==> config.mk <==
export PLATFORM = sky130hd
export DESIGN_NAME = pscl_loader
export DESIGN_NICKNAME = d
export VERILOG_FILES = /design/src/core/pscl_pkg.sv /design/src/core/pscl_addr_match.sv /design/src/core/pscl_mode_decode.sv /design/src/core/pscl_loader.sv
export SDC_FILE = /design/constraint.sdc
export NUM_CORES = 1
export LEC_CHECK = 0
export BUFFER_PORTS_ARGS = -buffer_cell sky130_fd_sc_hd__buf_4
export CORE_UTILIZATION = 44
export DETAILED_ROUTE_END_ITERATION = 10
export PLACE_DENSITY = 0.79
export SYNTH_ARGS = -nofsm -noshare
export SYNTH_HDL_FRONTEND = slang
export SYNTH_SLANG_ARGS = --single-unit
==> constraint.sdc <==
create_clock -name clk -period 1.2 [get_ports clk]
set_input_delay 0.12 -clock clk [delete_from_list [all_inputs] [get_ports clk]]
set_output_delay 0.12 -clock clk [all_outputs]
set_load 0.1 [all_outputs]
==> src/core/pscl_pkg.sv <==
// constants for the strap configuration loader
package pscl_pkg;
   localparam int ADDR_W = 5;
   localparam int STRAP_ADDR_W = 3;
   localparam logic [2:0] ADDR_RESET = 3'h0;
   // operating mode strap encodings
   localparam logic [2:0] MODE_10_HD = 3'h0;
   localparam logic [2:0] MODE_10_FD = 3'h1;
   localparam logic [2:0] MODE_100_HD = 3'h2;
   localparam logic [2:0] MODE_100_FD = 3'h3;
   localparam logic [2:0] MODE_AN_100HD = 3'h4;
   localparam logic [2:0] MODE_REPEATER = 3'h5;
   localparam logic [2:0] MODE_POWER_DOWN = 3'h6;
   localparam logic [2:0] MODE_ALL = 3'h7;
   localparam logic [2:0] MODE_RESET = 3'h7;
   // control bits {speed13, an_en12, pd11, duplex8}
   localparam logic [3:0] CTRL_10_HD = 4'h0;
   localparam logic [3:0] CTRL_10_FD = 4'h1;
   localparam logic [3:0] CTRL_100_HD = 4'h8;
   localparam logic [3:0] CTRL_100_FD = 4'h9;
   localparam logic [3:0] CTRL_AN = 4'hc;
   // advertisement bits 8,7,6,5
   localparam logic [3:0] ADV_100HD = 4'h4;
   localparam logic [3:0] ADV_ALL = 4'hf;
   localparam logic [3:0] ADV_RESET = 4'hf;
   localparam logic [3:0] CTRL_RESET = 4'hc;
   // frame field positions in the address comparator
   localparam int FRAME_ADDR_LSB = 0;
endpackage

==> src/core/pscl_addr_match.sv <==
// management frame address comparator
`timescale 1ns/1ps
module pscl_addr_match #(
   parameter int W = 5
) (
   input wire logic clk,
   input wire logic reset,
   input wire logic [W-1:0] frame_addr,
   input wire logic frame_valid,
   input wire logic [W-1:0] station_addr,
   output logic hit
);
   logic hit_reg;
   logic hit_next;
   always_comb begin
      hit_next = frame_valid && (frame_addr == station_addr);
   end
   always_ff @(posedge clk) begin
      if (reset) begin
         hit_reg <= 1'b0;
      end else begin
         hit_reg <= hit_next;
      end
   end
   assign hit = hit_reg;
endmodule

==> src/core/pscl_mode_decode.sv <==
// operating mode strap decoder
`timescale 1ns/1ps
module pscl_mode_decode (
   input wire logic [2:0] mode,
   output logic [3:0] ctrl_bits,
   output logic [3:0] adv_bits,
   output logic adv_valid,
   output logic power_down,
   output logic repeater,
   output logic crs_rx_only
);
   always_comb begin
      ctrl_bits = pscl_pkg::CTRL_10_HD;
      adv_bits = pscl_pkg::ADV_ALL;
      adv_valid = 1'b0;
      power_down = 1'b0;
      repeater = 1'b0;
      crs_rx_only = 1'b0;
      case (mode)
         pscl_pkg::MODE_10_HD: ctrl_bits = pscl_pkg::CTRL_10_HD;
         pscl_pkg::MODE_10_FD: ctrl_bits = pscl_pkg::CTRL_10_FD;
         pscl_pkg::MODE_100_HD: ctrl_bits = pscl_pkg::CTRL_100_HD;
         pscl_pkg::MODE_100_FD: begin
            ctrl_bits = pscl_pkg::CTRL_100_FD;
            crs_rx_only = 1'b1;
         end
         pscl_pkg::MODE_AN_100HD: begin
            ctrl_bits = pscl_pkg::CTRL_AN;
            adv_bits = pscl_pkg::ADV_100HD;
            adv_valid = 1'b1;
         end
         pscl_pkg::MODE_REPEATER: begin
            ctrl_bits = pscl_pkg::CTRL_AN;
            adv_bits = pscl_pkg::ADV_100HD;
            adv_valid = 1'b1;
            repeater = 1'b1;
            crs_rx_only = 1'b1;
         end
         pscl_pkg::MODE_POWER_DOWN: power_down = 1'b1;
         default: begin
            ctrl_bits = pscl_pkg::CTRL_AN;
            adv_bits = pscl_pkg::ADV_ALL;
            adv_valid = 1'b1;
         end
      endcase
   end
endmodule

==> src/core/pscl_loader.sv <==
// strap capture, register defaults and address match for the transceiver
// Notes on behaviour
// address straps captured when hardware reset ends; default zero.
// management frames answered only when their address equals ours.
// stored address also seeds the transmit scrambler.
// strap addresses span zero to seven; higher needs software write.
// controller may rewrite address field after talking at current address.
// address bits from rx error, rx clock and rx data 3 pins.
// reset pin release loads control/advert bits from mode straps.
// soft reset keeps register contents and ignores mode straps.
// modes 000/001 give control 0000/0001, 10 Mb, no negotiation.
// modes 010/011 give control 1000/1001, 100 Mb, no negotiation.
// mode 100 gives control 1100, advertisement 0100.
// mode 101 is repeater, same defaults, carrier sense receive only.
// mode 111 gives control X10X, advertisement 1111.
// mode 110 wakes powered down; exit by new mode and soft reset.
// interface select latched at reset release, high picks reduced.
// interface kind bit loaded from strap and shows active mode.
// controller may rewrite operating mode registers any time.
// straps sampled only at power-on and external reset.
// soft-reset-surviving bits kept on soft reset; hard reset clears all.
// compare all five address bits; strap value zero-extended.
// shared pins return to receive outputs; no resampling until reset.
`timescale 1ns/1ps
module pscl_loader #(
   parameter int ADDR_W = pscl_pkg::ADDR_W
) (
   input wire logic clk,
   input wire logic reset,
   input wire logic external_reset_n,
   input wire logic rx_error_shared_pin,
   input wire logic rx_clock_shared_pin,
   input wire logic rx_data3_shared_pin,
   input wire logic rx_data0_shared_pin,
   input wire logic rx_data1_shared_pin,
   input wire logic collision_shared_pin,
   input wire logic reduced_interface_select_strap,
   input wire logic soft_reset,
   input wire logic addr_wr,
   input wire logic [ADDR_W-1:0] addr_wr_data,
   input wire logic mode_wr,
   input wire logic [2:0] mode_wr_data,
   input wire logic ctrl_wr,
   input wire logic [3:0] ctrl_wr_data,
   input wire logic adv_wr,
   input wire logic [3:0] adv_wr_data,
   input wire logic frame_valid,
   input wire logic [ADDR_W-1:0] frame_addr,
   output logic frame_hit,
   output logic [ADDR_W-1:0] station_address_field,
   output logic [ADDR_W-1:0] scrambler_seed,
   output logic [2:0] mode_field,
   output logic [3:0] ctrl_bits,
   output logic [3:0] adv_bits,
   output logic power_down,
   output logic repeater,
   output logic crs_rx_only,
   output logic interface_kind_bit,
   output logic straps_sampling
);
   logic [ADDR_W-1:0] addr_reg;
   logic [ADDR_W-1:0] addr_next;
   logic [2:0] mode_reg;
   logic [2:0] mode_next;
   logic [3:0] ctrl_reg;
   logic [3:0] ctrl_next;
   logic [3:0] adv_reg;
   logic [3:0] adv_next;
   logic pd_reg;
   logic pd_next;
   logic rep_reg;
   logic rep_next;
   logic crs_reg;
   logic crs_next;
   logic kind_reg;
   logic kind_next;
   logic rst_pin_reg;
   logic rst_pin_next;
   logic in_reset;
   logic release_evt;
   logic [2:0] strap_mode;
   logic [3:0] dec_ctrl;
   logic [3:0] dec_adv;
   logic dec_adv_valid;
   logic dec_pd;
   logic dec_rep;
   logic dec_crs;
   logic [2:0] soft_mode;
   logic [3:0] sdec_ctrl;
   logic [3:0] sdec_adv;
   logic sdec_adv_valid;
   logic sdec_pd;
   logic sdec_rep;
   logic sdec_crs;

   // power-on reset and the external pin both hold the straps open
   assign in_reset = !external_reset_n;
   assign release_evt = rst_pin_reg && external_reset_n;
   assign strap_mode = {collision_shared_pin, rx_data1_shared_pin,
      rx_data0_shared_pin};

   pscl_mode_decode u_strap_dec (
      .mode(strap_mode),
      .ctrl_bits(dec_ctrl),
      .adv_bits(dec_adv),
      .adv_valid(dec_adv_valid),
      .power_down(dec_pd),
      .repeater(dec_rep),
      .crs_rx_only(dec_crs)
   );

   assign soft_mode = mode_wr ? mode_wr_data : mode_reg;

   pscl_mode_decode u_soft_dec (
      .mode(soft_mode),
      .ctrl_bits(sdec_ctrl),
      .adv_bits(sdec_adv),
      .adv_valid(sdec_adv_valid),
      .power_down(sdec_pd),
      .repeater(sdec_rep),
      .crs_rx_only(sdec_crs)
   );

   always_comb begin
      addr_next = addr_reg;
      mode_next = mode_reg;
      ctrl_next = ctrl_reg;
      adv_next = adv_reg;
      pd_next = pd_reg;
      rep_next = rep_reg;
      crs_next = crs_reg;
      kind_next = kind_reg;
      rst_pin_next = in_reset;
      if (release_evt) begin
         addr_next = {{(ADDR_W-3){1'b0}}, rx_data3_shared_pin,
            rx_clock_shared_pin, rx_error_shared_pin};
         mode_next = strap_mode;
         ctrl_next = dec_ctrl;
         if (dec_adv_valid) begin
            adv_next = dec_adv;
         end else begin
            adv_next = pscl_pkg::ADV_RESET;
         end
         pd_next = dec_pd;
         rep_next = dec_rep;
         crs_next = dec_crs;
         kind_next = reduced_interface_select_strap;
      end else if (!in_reset) begin
         // between resets the straps are never looked at
         if (addr_wr) begin
            addr_next = addr_wr_data;
         end
         if (mode_wr) begin
            mode_next = mode_wr_data;
         end
         if (ctrl_wr) begin
            ctrl_next = ctrl_wr_data;
         end
         if (adv_wr) begin
            adv_next = adv_wr_data;
         end
         if (soft_reset) begin
            // address, mode and interface kind survive; straps ignored
            pd_next = sdec_pd;
            rep_next = sdec_rep;
            crs_next = sdec_crs;
         end
      end
   end

   always_ff @(posedge clk) begin
      if (reset) begin
         addr_reg <= {{(ADDR_W-pscl_pkg::STRAP_ADDR_W){1'b0}},
            pscl_pkg::ADDR_RESET};
         mode_reg <= pscl_pkg::MODE_RESET;
         ctrl_reg <= pscl_pkg::CTRL_RESET;
         adv_reg <= pscl_pkg::ADV_RESET;
         pd_reg <= 1'b0;
         rep_reg <= 1'b0;
         crs_reg <= 1'b0;
         kind_reg <= 1'b0;
         rst_pin_reg <= 1'b1;
      end else begin
         addr_reg <= addr_next;
         mode_reg <= mode_next;
         ctrl_reg <= ctrl_next;
         adv_reg <= adv_next;
         pd_reg <= pd_next;
         rep_reg <= rep_next;
         crs_reg <= crs_next;
         kind_reg <= kind_next;
         rst_pin_reg <= rst_pin_next;
      end
   end

   pscl_addr_match #(.W(ADDR_W)) u_match (
      .clk(clk),
      .reset(reset),
      .frame_addr(frame_addr),
      .frame_valid(frame_valid),
      .station_addr(addr_reg),
      .hit(frame_hit)
   );

   assign station_address_field = addr_reg;
   assign scrambler_seed = addr_reg;
   assign mode_field = mode_reg;
   assign ctrl_bits = ctrl_reg;
   assign adv_bits = adv_reg;
   assign power_down = pd_reg;
   assign repeater = rep_reg;
   assign crs_rx_only = crs_reg;
   assign interface_kind_bit = kind_reg;
   // shared pins carry straps only while reset is held
   assign straps_sampling = rst_pin_reg;
endmodule

==> impl_metrics.py, run 1 <==
metrics = {
    "critical_path": {
        "r2r-start": "mode_field[0]$_SDFFE_PP1P_",
        "cp_num_buf_inv": 0,
        "worstRegToRegCells": 3,
        "cp_top_family": "compound AO/OA/AOI/OAI gates",
        "crit_chain": "mux2_4 -> a211o_1 -> a311oi_2",
        "critical_path.startpoint": "mode_field[0]$_SDFFE_PP1P_",
        "endpoint_kind": "flop",
        "rr_endpoint": "power_down$_SDFFE_PP0P_",
        "rrSetupSlack_ns": 0.05,
        "slowest_delay_ns": 0.37,
        "cp.required_ns": 1.42,
        "crit_type": "reg2reg",
        "startpoint_type": "flop",
        "critPathSlowestCell": "dfxtp_4",
        "crit_arrival_ns": 1.38,
        "path_max_fanout": 3,
    },
    "logic_synthesis": {
        "synthXorXnorAreaFrac_pct": 5.96,
        "ys_ff_latch": 22,
        "ys_seq_area_share_pct": 37.4,
        "post_synth_num_cell_types": 43,
        "syn_inst": 133,
        "synth_compound_area_share_pct": 21.9,
        "synth_top_family_by_area": "compound AO/OA/AOI/OAI gates",
        "yosysWarnings": 0,
        "synth-adder-area-share_pct": 0,
        "synth-edff-count": 0,
        "async_flop_share_pct": 0,
        "synthesis.nets": 170,
        "syn_area_um2": 1180,
        "yosys.area_share.simple_pct": 20.7,
        "synth_mux_area_share_pct": 6.49,
        "synth_ff_type": "dfxtp_1",
        "syn_area_per_cell_um2": 8.84,
    },
    "detailed_routing": {
        "first_iter_violations": 22,
        "via_per_inst": 5.44,
        "wirelength_um": 2980,
        "drc_errors": 0,
        "ant_nets": 0,
        "routedWlPerCell_um": 13.5,
        "firstDrtPassIters": 4,
        "vias": 1197,
    },
    "timing": {
        "setup_viol": 0,
        "finalHoldViolations": 0,
        "relSlewSlack_pct": 81.6,
        "tightest_slew_ns": 0.275,
        "fmax_mhz": 867,
        "period_share_pct": 96.1,
        "fin_skew_ns": 0.00663,
        "hold-worst-slack_ns": 0.0463,
        "maxSlewViolCount": 0,
        "rsz0062_at_grt": "no",
        "final.setup.worst_slack_ns": 0.0462,
        "min_period_ns": 1.15,
    },
    "placement": {
        "place_ws_ns": 0.0320,
        "routabilityCongestion": 0.785,
        "dp_hpwl_um": 2300,
        "io_buffers": 63,
    },
    "grt": {
        "first_global_vias": 1033,
        "grt_pass1_wl_um": 4460,
        "gr-total-overflow": 0,
        "grt_use_total_pct": 21.9,
        "grt_start_max_net_pins": 22,
        "antenna_found_initial": 0,
    },
    "layout": {
        "layout.nets": 228,
        "fillers": 204,
        "diodes": 0,
        "layout-drive-gt1-share_pct": 51.6,
        "largest_reg_flops": 5,
        "area_delta_synth_final_pct": 47.8,
    },
    "cts": {
        "h-tree-depth": 1,
        "clock_latency_ns": 0.30,
        "clkTransAtPathRegs_ns": 0.12,
        "cts_made_buffers": 3,
        "ctsLongestPathBuffers": 2,
        "cts_sinks": 22,
        "tritoncts": "yes",
        "cts_root_buf": "clkbuf_4",
    },
    "min_path": {
        "whs_endpoint": "interface_kind_bit$_SDFFE_PP0P_",
        "min_from": "reduced_interface_select_strap",
        "min_path_type": "in2reg",
        "hold_depth": 3,
    },
    "pwr": {
        "p_leak_nw": 0.768,
        "ir_drop_v": 0.000988,
        "powerDensity_nw_per_um2": 1140,
    },
    "die": {
        "core-area_um2": 2500,
        "rows": 18,
        "io_pins": 64,
        "fp.dieArea_um2": 2880,
        "die_x_um": 53.7,
        "initial_utilization_pct": 47.0,
        "fp.dieH_um": 53.7,
    },
    "run_status": {
        "outcome": "completed",
    },
    "job": {
        "maxCapViolCount": 0,
    },
}
[worst min-delay path: stages]
cell and delay [ns]:
buf_4 0.11, nand2_1 0.04, a21oi_1 0.05
[per-layer routing]
| metal | up-vias | GRT usage [%] | share of wire, % |
|---|---|---|---|
| met5 | - | 0 | 0 |
| met1 | 542 | 25.6 | 40 |
| met4 | 0 | 11.8 | 2.0 |
| met3 | 8 | 3.39 | 7.1 |
| li1 | 599 | - | - |
| met2 | 48 | 37.7 | 51 |
[synth_stat cells, types with 2 or more instances]
| cell type | n | area share (%) |
|---|---|---|
| xnor2_1 | 4 | 3.0 |
| a311oi_1 | 3 | 2.2 |
| clkbuf_1 | 3 | 0.96 |
| buf_4 | 5 | 3.2 |
| nand3_1 | 5 | 2.1 |
| nand2b_1 | 5 | 2.7 |
| a21o_1 | 2 | 1.3 |
| a21oi_1 | 6 | 2.6 |
| nor2b_1 | 4 | 2.1 |
| mux2i_1 | 5 | 4.3 |
| a31oi_1 | 2 | 1.1 |
| inv_1 | 2 | 0.64 |
| buf_2 | 4 | 1.7 |
| a211o_1 | 2 | 1.5 |
| nor2_1 | 7 | 2.2 |
| nand4_1 | 3 | 1.6 |
| o21ai_0 | 5 | 2.1 |
| o21a_1 | 2 | 1.3 |
| nor3_1 | 2 | 0.85 |
| dfxtp_1 | 22 | 37 |
| xor2_1 | 4 | 3.0 |
| nand2_1 | 12 | 3.8 |
| a22oi_1 | 4 | 2.6 |
[timing repair]
| item | in CTS | in global routing |
|---|---|---|
| endpoints found under the setup margin | 2 | 0 |
| hold buffers | 0 | 0 |
| gates resized for setup | 1 | 0 |
| buffers inserted | 3 | 0 |
[cell families after synthesis]
kind of cell,Yosys count
AND/OR/NAND/NOR,45
AO/OA/AOI/OAI,36
flip-flops,22
buffers and inverters,15
XOR/XNOR,8
multiplexers,7
[layout make-up]
cell class | instances | area (um^2) | area share (%)
tap | 30 | 37.5 | 2.16
multi-input combinational | 96 | 686 | 39.5
timing repair buffer | 66 | 499 | 28.7
sequential | 22 | 482 | 27.7
clock buffer | 4 | 26.3 | 1.51
inverter | 2 | 7.51 | 0.432
[power by group]
group	switching (mW)	total (mW)	internal, mW
logic	0.565	0.816	0.250
clock network	0.211	0.340	0.130
registers	0.0430	0.817	0.774
total	0.819	1.97	1.15
[per-stage QoR]
step / area, um^2 / utilization [%] / power [mW] / setup TNS [ns] / std cells
floorplan: 1280 / - / 1.44 / -0.490 / 133
global placement: 1690 / 67.4 / 1.63 / 0 / 213
global route: 1740 / 69.5 / 2.06 / 0 / 220
detailed placement: 1690 / 67.4 / 1.64 / 0 / 213
CTS: 1740 / 69.5 / 2.00 / 0 / 220
finish: 1740 / 69.5 / 1.97 / 0 / 220
[worst max-delay path by stage]
| stage | slack [ns] | depth (start not counted) | to |
|---|---|---|---|
| after global placement | 0.06 | 3 | power_down$_SDFFE_PP0P_ |
| after CTS | 0.04 | 3 | power_down$_SDFFE_PP0P_ |
| after detailed placement | 0.03 | 3 | power_down$_SDFFE_PP0P_ |
| final | 0.05 | 3 | power_down$_SDFFE_PP0P_ |
| after global routing | 0.02 | 3 | power_down$_SDFFE_PP0P_ |
| after floorplan | -0.07 | 3 | power_down$_SDFFE_PP0P_ |
[layout by cell type (no fill, tap or decap), types with 3 or more instances in the layout]
| cell type | n |
|---|---|
| nor2_1 | 7 |
| clkbuf_4 | 3 |
| a22oi_1 | 4 |
| dfxtp_1 | 5 |
| nand2b_1 | 5 |
| a21oi_1 | 6 |
| dfxtp_4 | 8 |
| mux2i_1 | 5 |
| nand2_1 | 10 |
| dfxtp_2 | 9 |
| buf_4 | 65 |
| o21ai_0 | 3 |
| a311oi_1 | 3 |
| xnor2_1 | 4 |
| xor2_1 | 4 |
| nor2b_1 | 4 |
| nand4_1 | 3 |
| nand3_1 | 5 |
Power figures use the tool's default switching activity.
==> run 2: changes to the inputs <==
Settings changed: HOLD_SLACK_MARGIN from default to 0.1.
==> impl_metrics.py, run 2 (same netlist as run 1, synthesis figures left out) <==
metrics = {
    "timing": {
        "finalHoldViolations": 0,
        "maxSlewViolCount": 0,
        "rsz0062_at_grt": "no",
        "setup_viol": 0,
        "min_period_ns": 1.16,
        "period_share_pct": 96.3,
        "totalNegativeSetupSlack_ns": 0,
        "relSlewSlack_pct": 81.7,
        "tightest_slew_ns": 0.273,
        "fin_skew_ns": 0.00875,
        "fmax_mhz": 866,
    },
    "detailed_routing": {
        "via_per_inst": 5.34,
        "drc_errors": 0,
        "routedWlPerCell_um": 13.8,
        "first_iter_violations": 17,
        "ant_nets": 0,
        "wirelength_um": 3250,
        "firstDrtPassIters": 4,
        "vias": 1255,
    },
    "layout": {
        "diodes": 0,
        "layout-drive-gt1-share_pct": 47.8,
        "layout.nets": 243,
        "multi_input_area_um2": 686,
        "fillers": 185,
        "area_delta_synth_final_pct": 60.5,
        "final_cells": 235,
        "fin_area_um2": 1890,
        "final_cell_mix": "65 x buf_4, 15 x dlygate4sd3_1, 10 x nand2_1",
        "final_util_pct": 75.5,
        "mostFrequentLayoutCell": "buf_4",
        "largest_reg_flops": 5,
        "regArea_um2": 482,
    },
    "grt": {
        "grt_start_max_net_pins": 22,
        "gr-total-overflow": 0,
        "grt_use_total_pct": 23.7,
        "grt_pass1_wl_um": 4840,
        "first_global_vias": 1131,
        "antenna_found_initial": 0,
    },
    "pwr": {
        "powerDensity_nw_per_um2": 1070,
        "ir_drop_v": 0.000978,
        "p_leak_nw": 0.830,
        "power_mw": 2.02,
    },
    "die": {
        "core-area_um2": 2500,
        "die_x_um": 53.7,
        "rows": 18,
        "io_pins": 64,
        "initial_utilization_pct": 47.0,
        "fp.dieArea_um2": 2880,
        "fp.dieH_um": 53.7,
    },
    "cts": {
        "tritoncts": "yes",
        "ctsLongestPathBuffers": 2,
        "cts_sinks": 22,
        "h-tree-depth": 1,
        "clock_latency_ns": 0.31,
        "cts_root_buf": "clkbuf_4",
        "cts_made_buffers": 3,
        "clkTransAtPathRegs_ns": 0.12,
    },
    "placement": {
        "routabilityCongestion": 0.785,
        "dp_hpwl_um": 2300,
        "placed_area_um2": 1690,
        "dp_cells": 213,
        "io_buffers": 63,
    },
    "critical_path": {
        "crit_chain": "mux2_4 -> a211o_1 -> a311oi_2",
        "path_max_fanout": 3,
        "startpoint_type": "flop",
        "cp.required_ns": 1.43,
        "cp_num_buf_inv": 0,
        "critPathSlowestCell": "dfxtp_4",
        "endpoint_kind": "flop",
        "crit_arrival_ns": 1.38,
        "cp_top_family": "compound AO/OA/AOI/OAI gates",
        "crit_type": "reg2reg",
        "slowest_delay_ns": 0.37,
    },
    "job": {
        "maxCapViolCount": 0,
    },
    "run_status": {
        "outcome": "completed",
    },
    "min_path": {
        "min_path_type": "in2reg",
    },
}
run 2: path summary, 6_finish.rpt:
path	depth (start not counted)	to	slack (ns)	from
worst max-delay path	3	power_down$_SDFFE_PP0P_	0.04	mode_field[0]$_SDFFE_PP1P_
worst max register to register	3	power_down$_SDFFE_PP0P_	0.04	mode_field[0]$_SDFFE_PP1P_
worst min-delay path	2	straps_sampling$_SDFF_PP1_	0.11	external_reset_n
worst min register to register	2	interface_kind_bit$_SDFFE_PP0P_	0.47	interface_kind_bit$_SDFFE_PP0P_
run 2: through the flow:
stage,hold slack [ns],setup WS (ns)
2_1_floorplan,0.248,-0.0728
5_1_grt,0.111,0.0203
4_1_cts,0.101,0.0386
3_5_place_dp,0.358,0.0320
3_3_place_gp,0.349,0.0596
6_report,0.114,0.0450
run 2: power breakdown:
part	total, mW	switching [mW]	internal, mW
Sequential	0.817	0.0435	0.774
Combinational	0.857	0.575	0.282
Clock	0.343	0.214	0.130
Total	2.02	0.832	1.19
run 2: repair_timing:
action / CTS / global route
gates resized for setup: 1 / 0
hold buffers: 15 / 0
endpoints found under the setup margin: 2 / 0
setup buffers: 3 / 0
hold endpoints to repair: 12 / 0
run 2: area by class of cell:
| class | instances | share of cell area [%] |
|---|---|---|
| clock buffer | 4 | 1.39 |
| inverter | 2 | 0.398 |
| multi-input combinational | 96 | 36.3 |
| sequential | 22 | 25.5 |
| tap | 30 | 1.99 |
| timing repair buffer | 81 | 34.4 |
run 2: per-layer routing:
metal  routed length [um]  track usage [%]
met1                 1280             26.1
met2                 1740             43.6
met3                  179             3.11
met4                   48             11.8
met5                    0                0
==> run 3: changes to the inputs <==
==> constraint.sdc (replaced) <==
create_clock -name clk -period 1.2 [get_ports clk]
set_input_delay 0.3 -clock clk [delete_from_list [all_inputs] [get_ports clk]]
set_output_delay 0.3 -clock clk [all_outputs]
set_load 0.1 [all_outputs]
==> impl_metrics.py, run 3 (same netlist as run 1, synthesis figures left out) <==
metrics = {
    "timing": {
        "totalNegativeSetupSlack_ns": -0.0110,
        "maxSlewViolCount": 0,
        "min_period_ns": 1.21,
        "setup_viol": 2,
        "period_share_pct": 101,
        "finalHoldViolations": 0,
        "tightest_slew_ns": 0.339,
        "relSlewSlack_pct": 77.1,
        "fmax_mhz": 827,
        "rsz0062_at_grt": "yes",
        "final.setup.worst_slack_ns": -0.00881,
        "fin_skew_ns": 0.00558,
    },
    "placement": {
        "routabilityCongestion": 0.822,
        "placed_area_um2": 1740,
        "io_buffers": 63,
        "dp_cells": 219,
        "place_ws_ns": -0.0831,
        "dp_hpwl_um": 2380,
    },
    "layout": {
        "final_cells": 230,
        "area_delta_synth_final_pct": 79.1,
        "fillers": 144,
        "diodes": 0,
        "final_util_pct": 84.3,
        "layout.nets": 238,
        "largest_reg_flops": 5,
        "layout-drive-gt1-share_pct": 57.5,
        "mostFrequentLayoutCell": "buf_4",
        "final_cell_mix": "47 x buf_4, 17 x buf_12, 13 x dfxtp_2",
        "fin_area_um2": 2110,
    },
    "cts": {
        "postCtsHoldBufs": 0,
        "cts_made_buffers": 3,
        "clkTransAtPathRegs_ns": 0.12,
        "h-tree-depth": 1,
        "tritoncts": "yes",
        "cts_root_buf": "clkbuf_4",
        "cts_sinks": 22,
        "ctsLongestPathBuffers": 2,
        "clock_latency_ns": 0.30,
    },
    "critical_path": {
        "cp.required_ns": 1.42,
        "r2r-start": "straps_sampling$_SDFF_PP1_",
        "rrSetupSlack_ns": -0.009,
        "rr_endpoint": "power_down$_SDFFE_PP0P_",
        "path_max_fanout": 8,
        "crit_arrival_ns": 1.43,
        "endpoint_kind": "flop",
        "crit_type": "reg2reg",
        "worstRegToRegCells": 4,
        "critical_path.startpoint": "straps_sampling$_SDFF_PP1_",
        "startpoint_type": "flop",
    },
    "grt": {
        "grt_pass1_wl_um": 5110,
        "grt_use_total_pct": 24.3,
        "first_global_vias": 1195,
        "antenna_found_initial": 0,
        "grt_start_max_net_pins": 22,
        "gr-total-overflow": 0,
    },
    "detailed_routing": {
        "routedWlPerCell_um": 15.9,
        "vias": 1286,
        "first_iter_violations": 11,
        "wirelength_um": 3650,
        "firstDrtPassIters": 4,
        "ant_nets": 0,
        "drc_errors": 0,
        "via_per_inst": 5.59,
    },
    "die": {
        "rows": 18,
        "die_x_um": 53.7,
        "io_pins": 64,
        "fp.dieArea_um2": 2880,
        "initial_utilization_pct": 47.0,
        "fp.dieH_um": 53.7,
        "core-area_um2": 2500,
    },
    "job": {
        "maxCapViolCount": 0,
    },
    "pwr": {
        "ir_drop_v": 0.000843,
        "p_leak_nw": 0.905,
        "powerDensity_nw_per_um2": 1020,
    },
    "run_status": {
        "violations": "negative setup slack",
        "outcome": "finished with violations",
    },
    "min_path": {
        "min_path_type": "in2reg",
        "min_from": "adv_wr_data[1]",
        "hold_depth": 3,
        "whs_endpoint": "adv_bits[1]$_SDFFE_PP1P_",
    },
}
run 3: critical path: stages (launching register included):
cell and delay [ns]:
dfxtp_4 0.39, buf_6 0.13, and2_4 0.15, a211o_1 0.27
a311oi_2 0.18
run 3: power breakdown:
group          internal, mW  switching [mW]
Clock                 0.129           0.212
Combinational         0.386           0.595
Sequential            0.775          0.0620
run 3: per-layer routing:
metal | vias up | track usage [%] | routed length [um]
li1 | 622 | - | -
met3 | 2 | 3.67 | 156
met1 | 616 | 27.5 | 1340
met5 | - | 0 | 0
met4 | 0 | 4.82 | 15
met2 | 46 | 47.1 | 2130
run 3: repair_timing:
action | in CTS | in global routing
pin swaps | 0 | 1
gates resized for setup | 31 | 40
endpoints found under the setup margin | 27 | 27
setup buffers | 2 | 5
run 3: how the worst max path moves through the flow:
stage                                           to  cells after the start  slack (ns)
final                      power_down$_SDFFE_PP0P_                      4      -0.009
after global routing        u_match.hit$_SDFF_PP0_                      3       -0.08
after CTS                 station_address_field[1]                      1       -0.08
after detailed placement   power_down$_SDFFE_PP0P_                      4       -0.08
after global placement     power_down$_SDFFE_PP0P_                      4       -0.07
after floorplan            power_down$_SDFFE_PP0P_                      3       -0.07
run 3: area by class of cell:
type,count,area [um^2],area share [%]
multi-input cells,96,694,33.0
well taps,30,37.5,1.78
inverters,2,7.51,0.356
repair buffers,76,851,40.4
clock buffers,4,26.3,1.25
flip-flops and latches,22,490,23.3
run 3: stage by stage:
stage,power (mW),hold WS (ns)
after floorplan,1.44,0.428
after global placement,1.64,0.447
after detailed placement,1.66,0.452
after CTS,2.06,0.228
after global routing,2.25,0.232
final,2.16,0.227
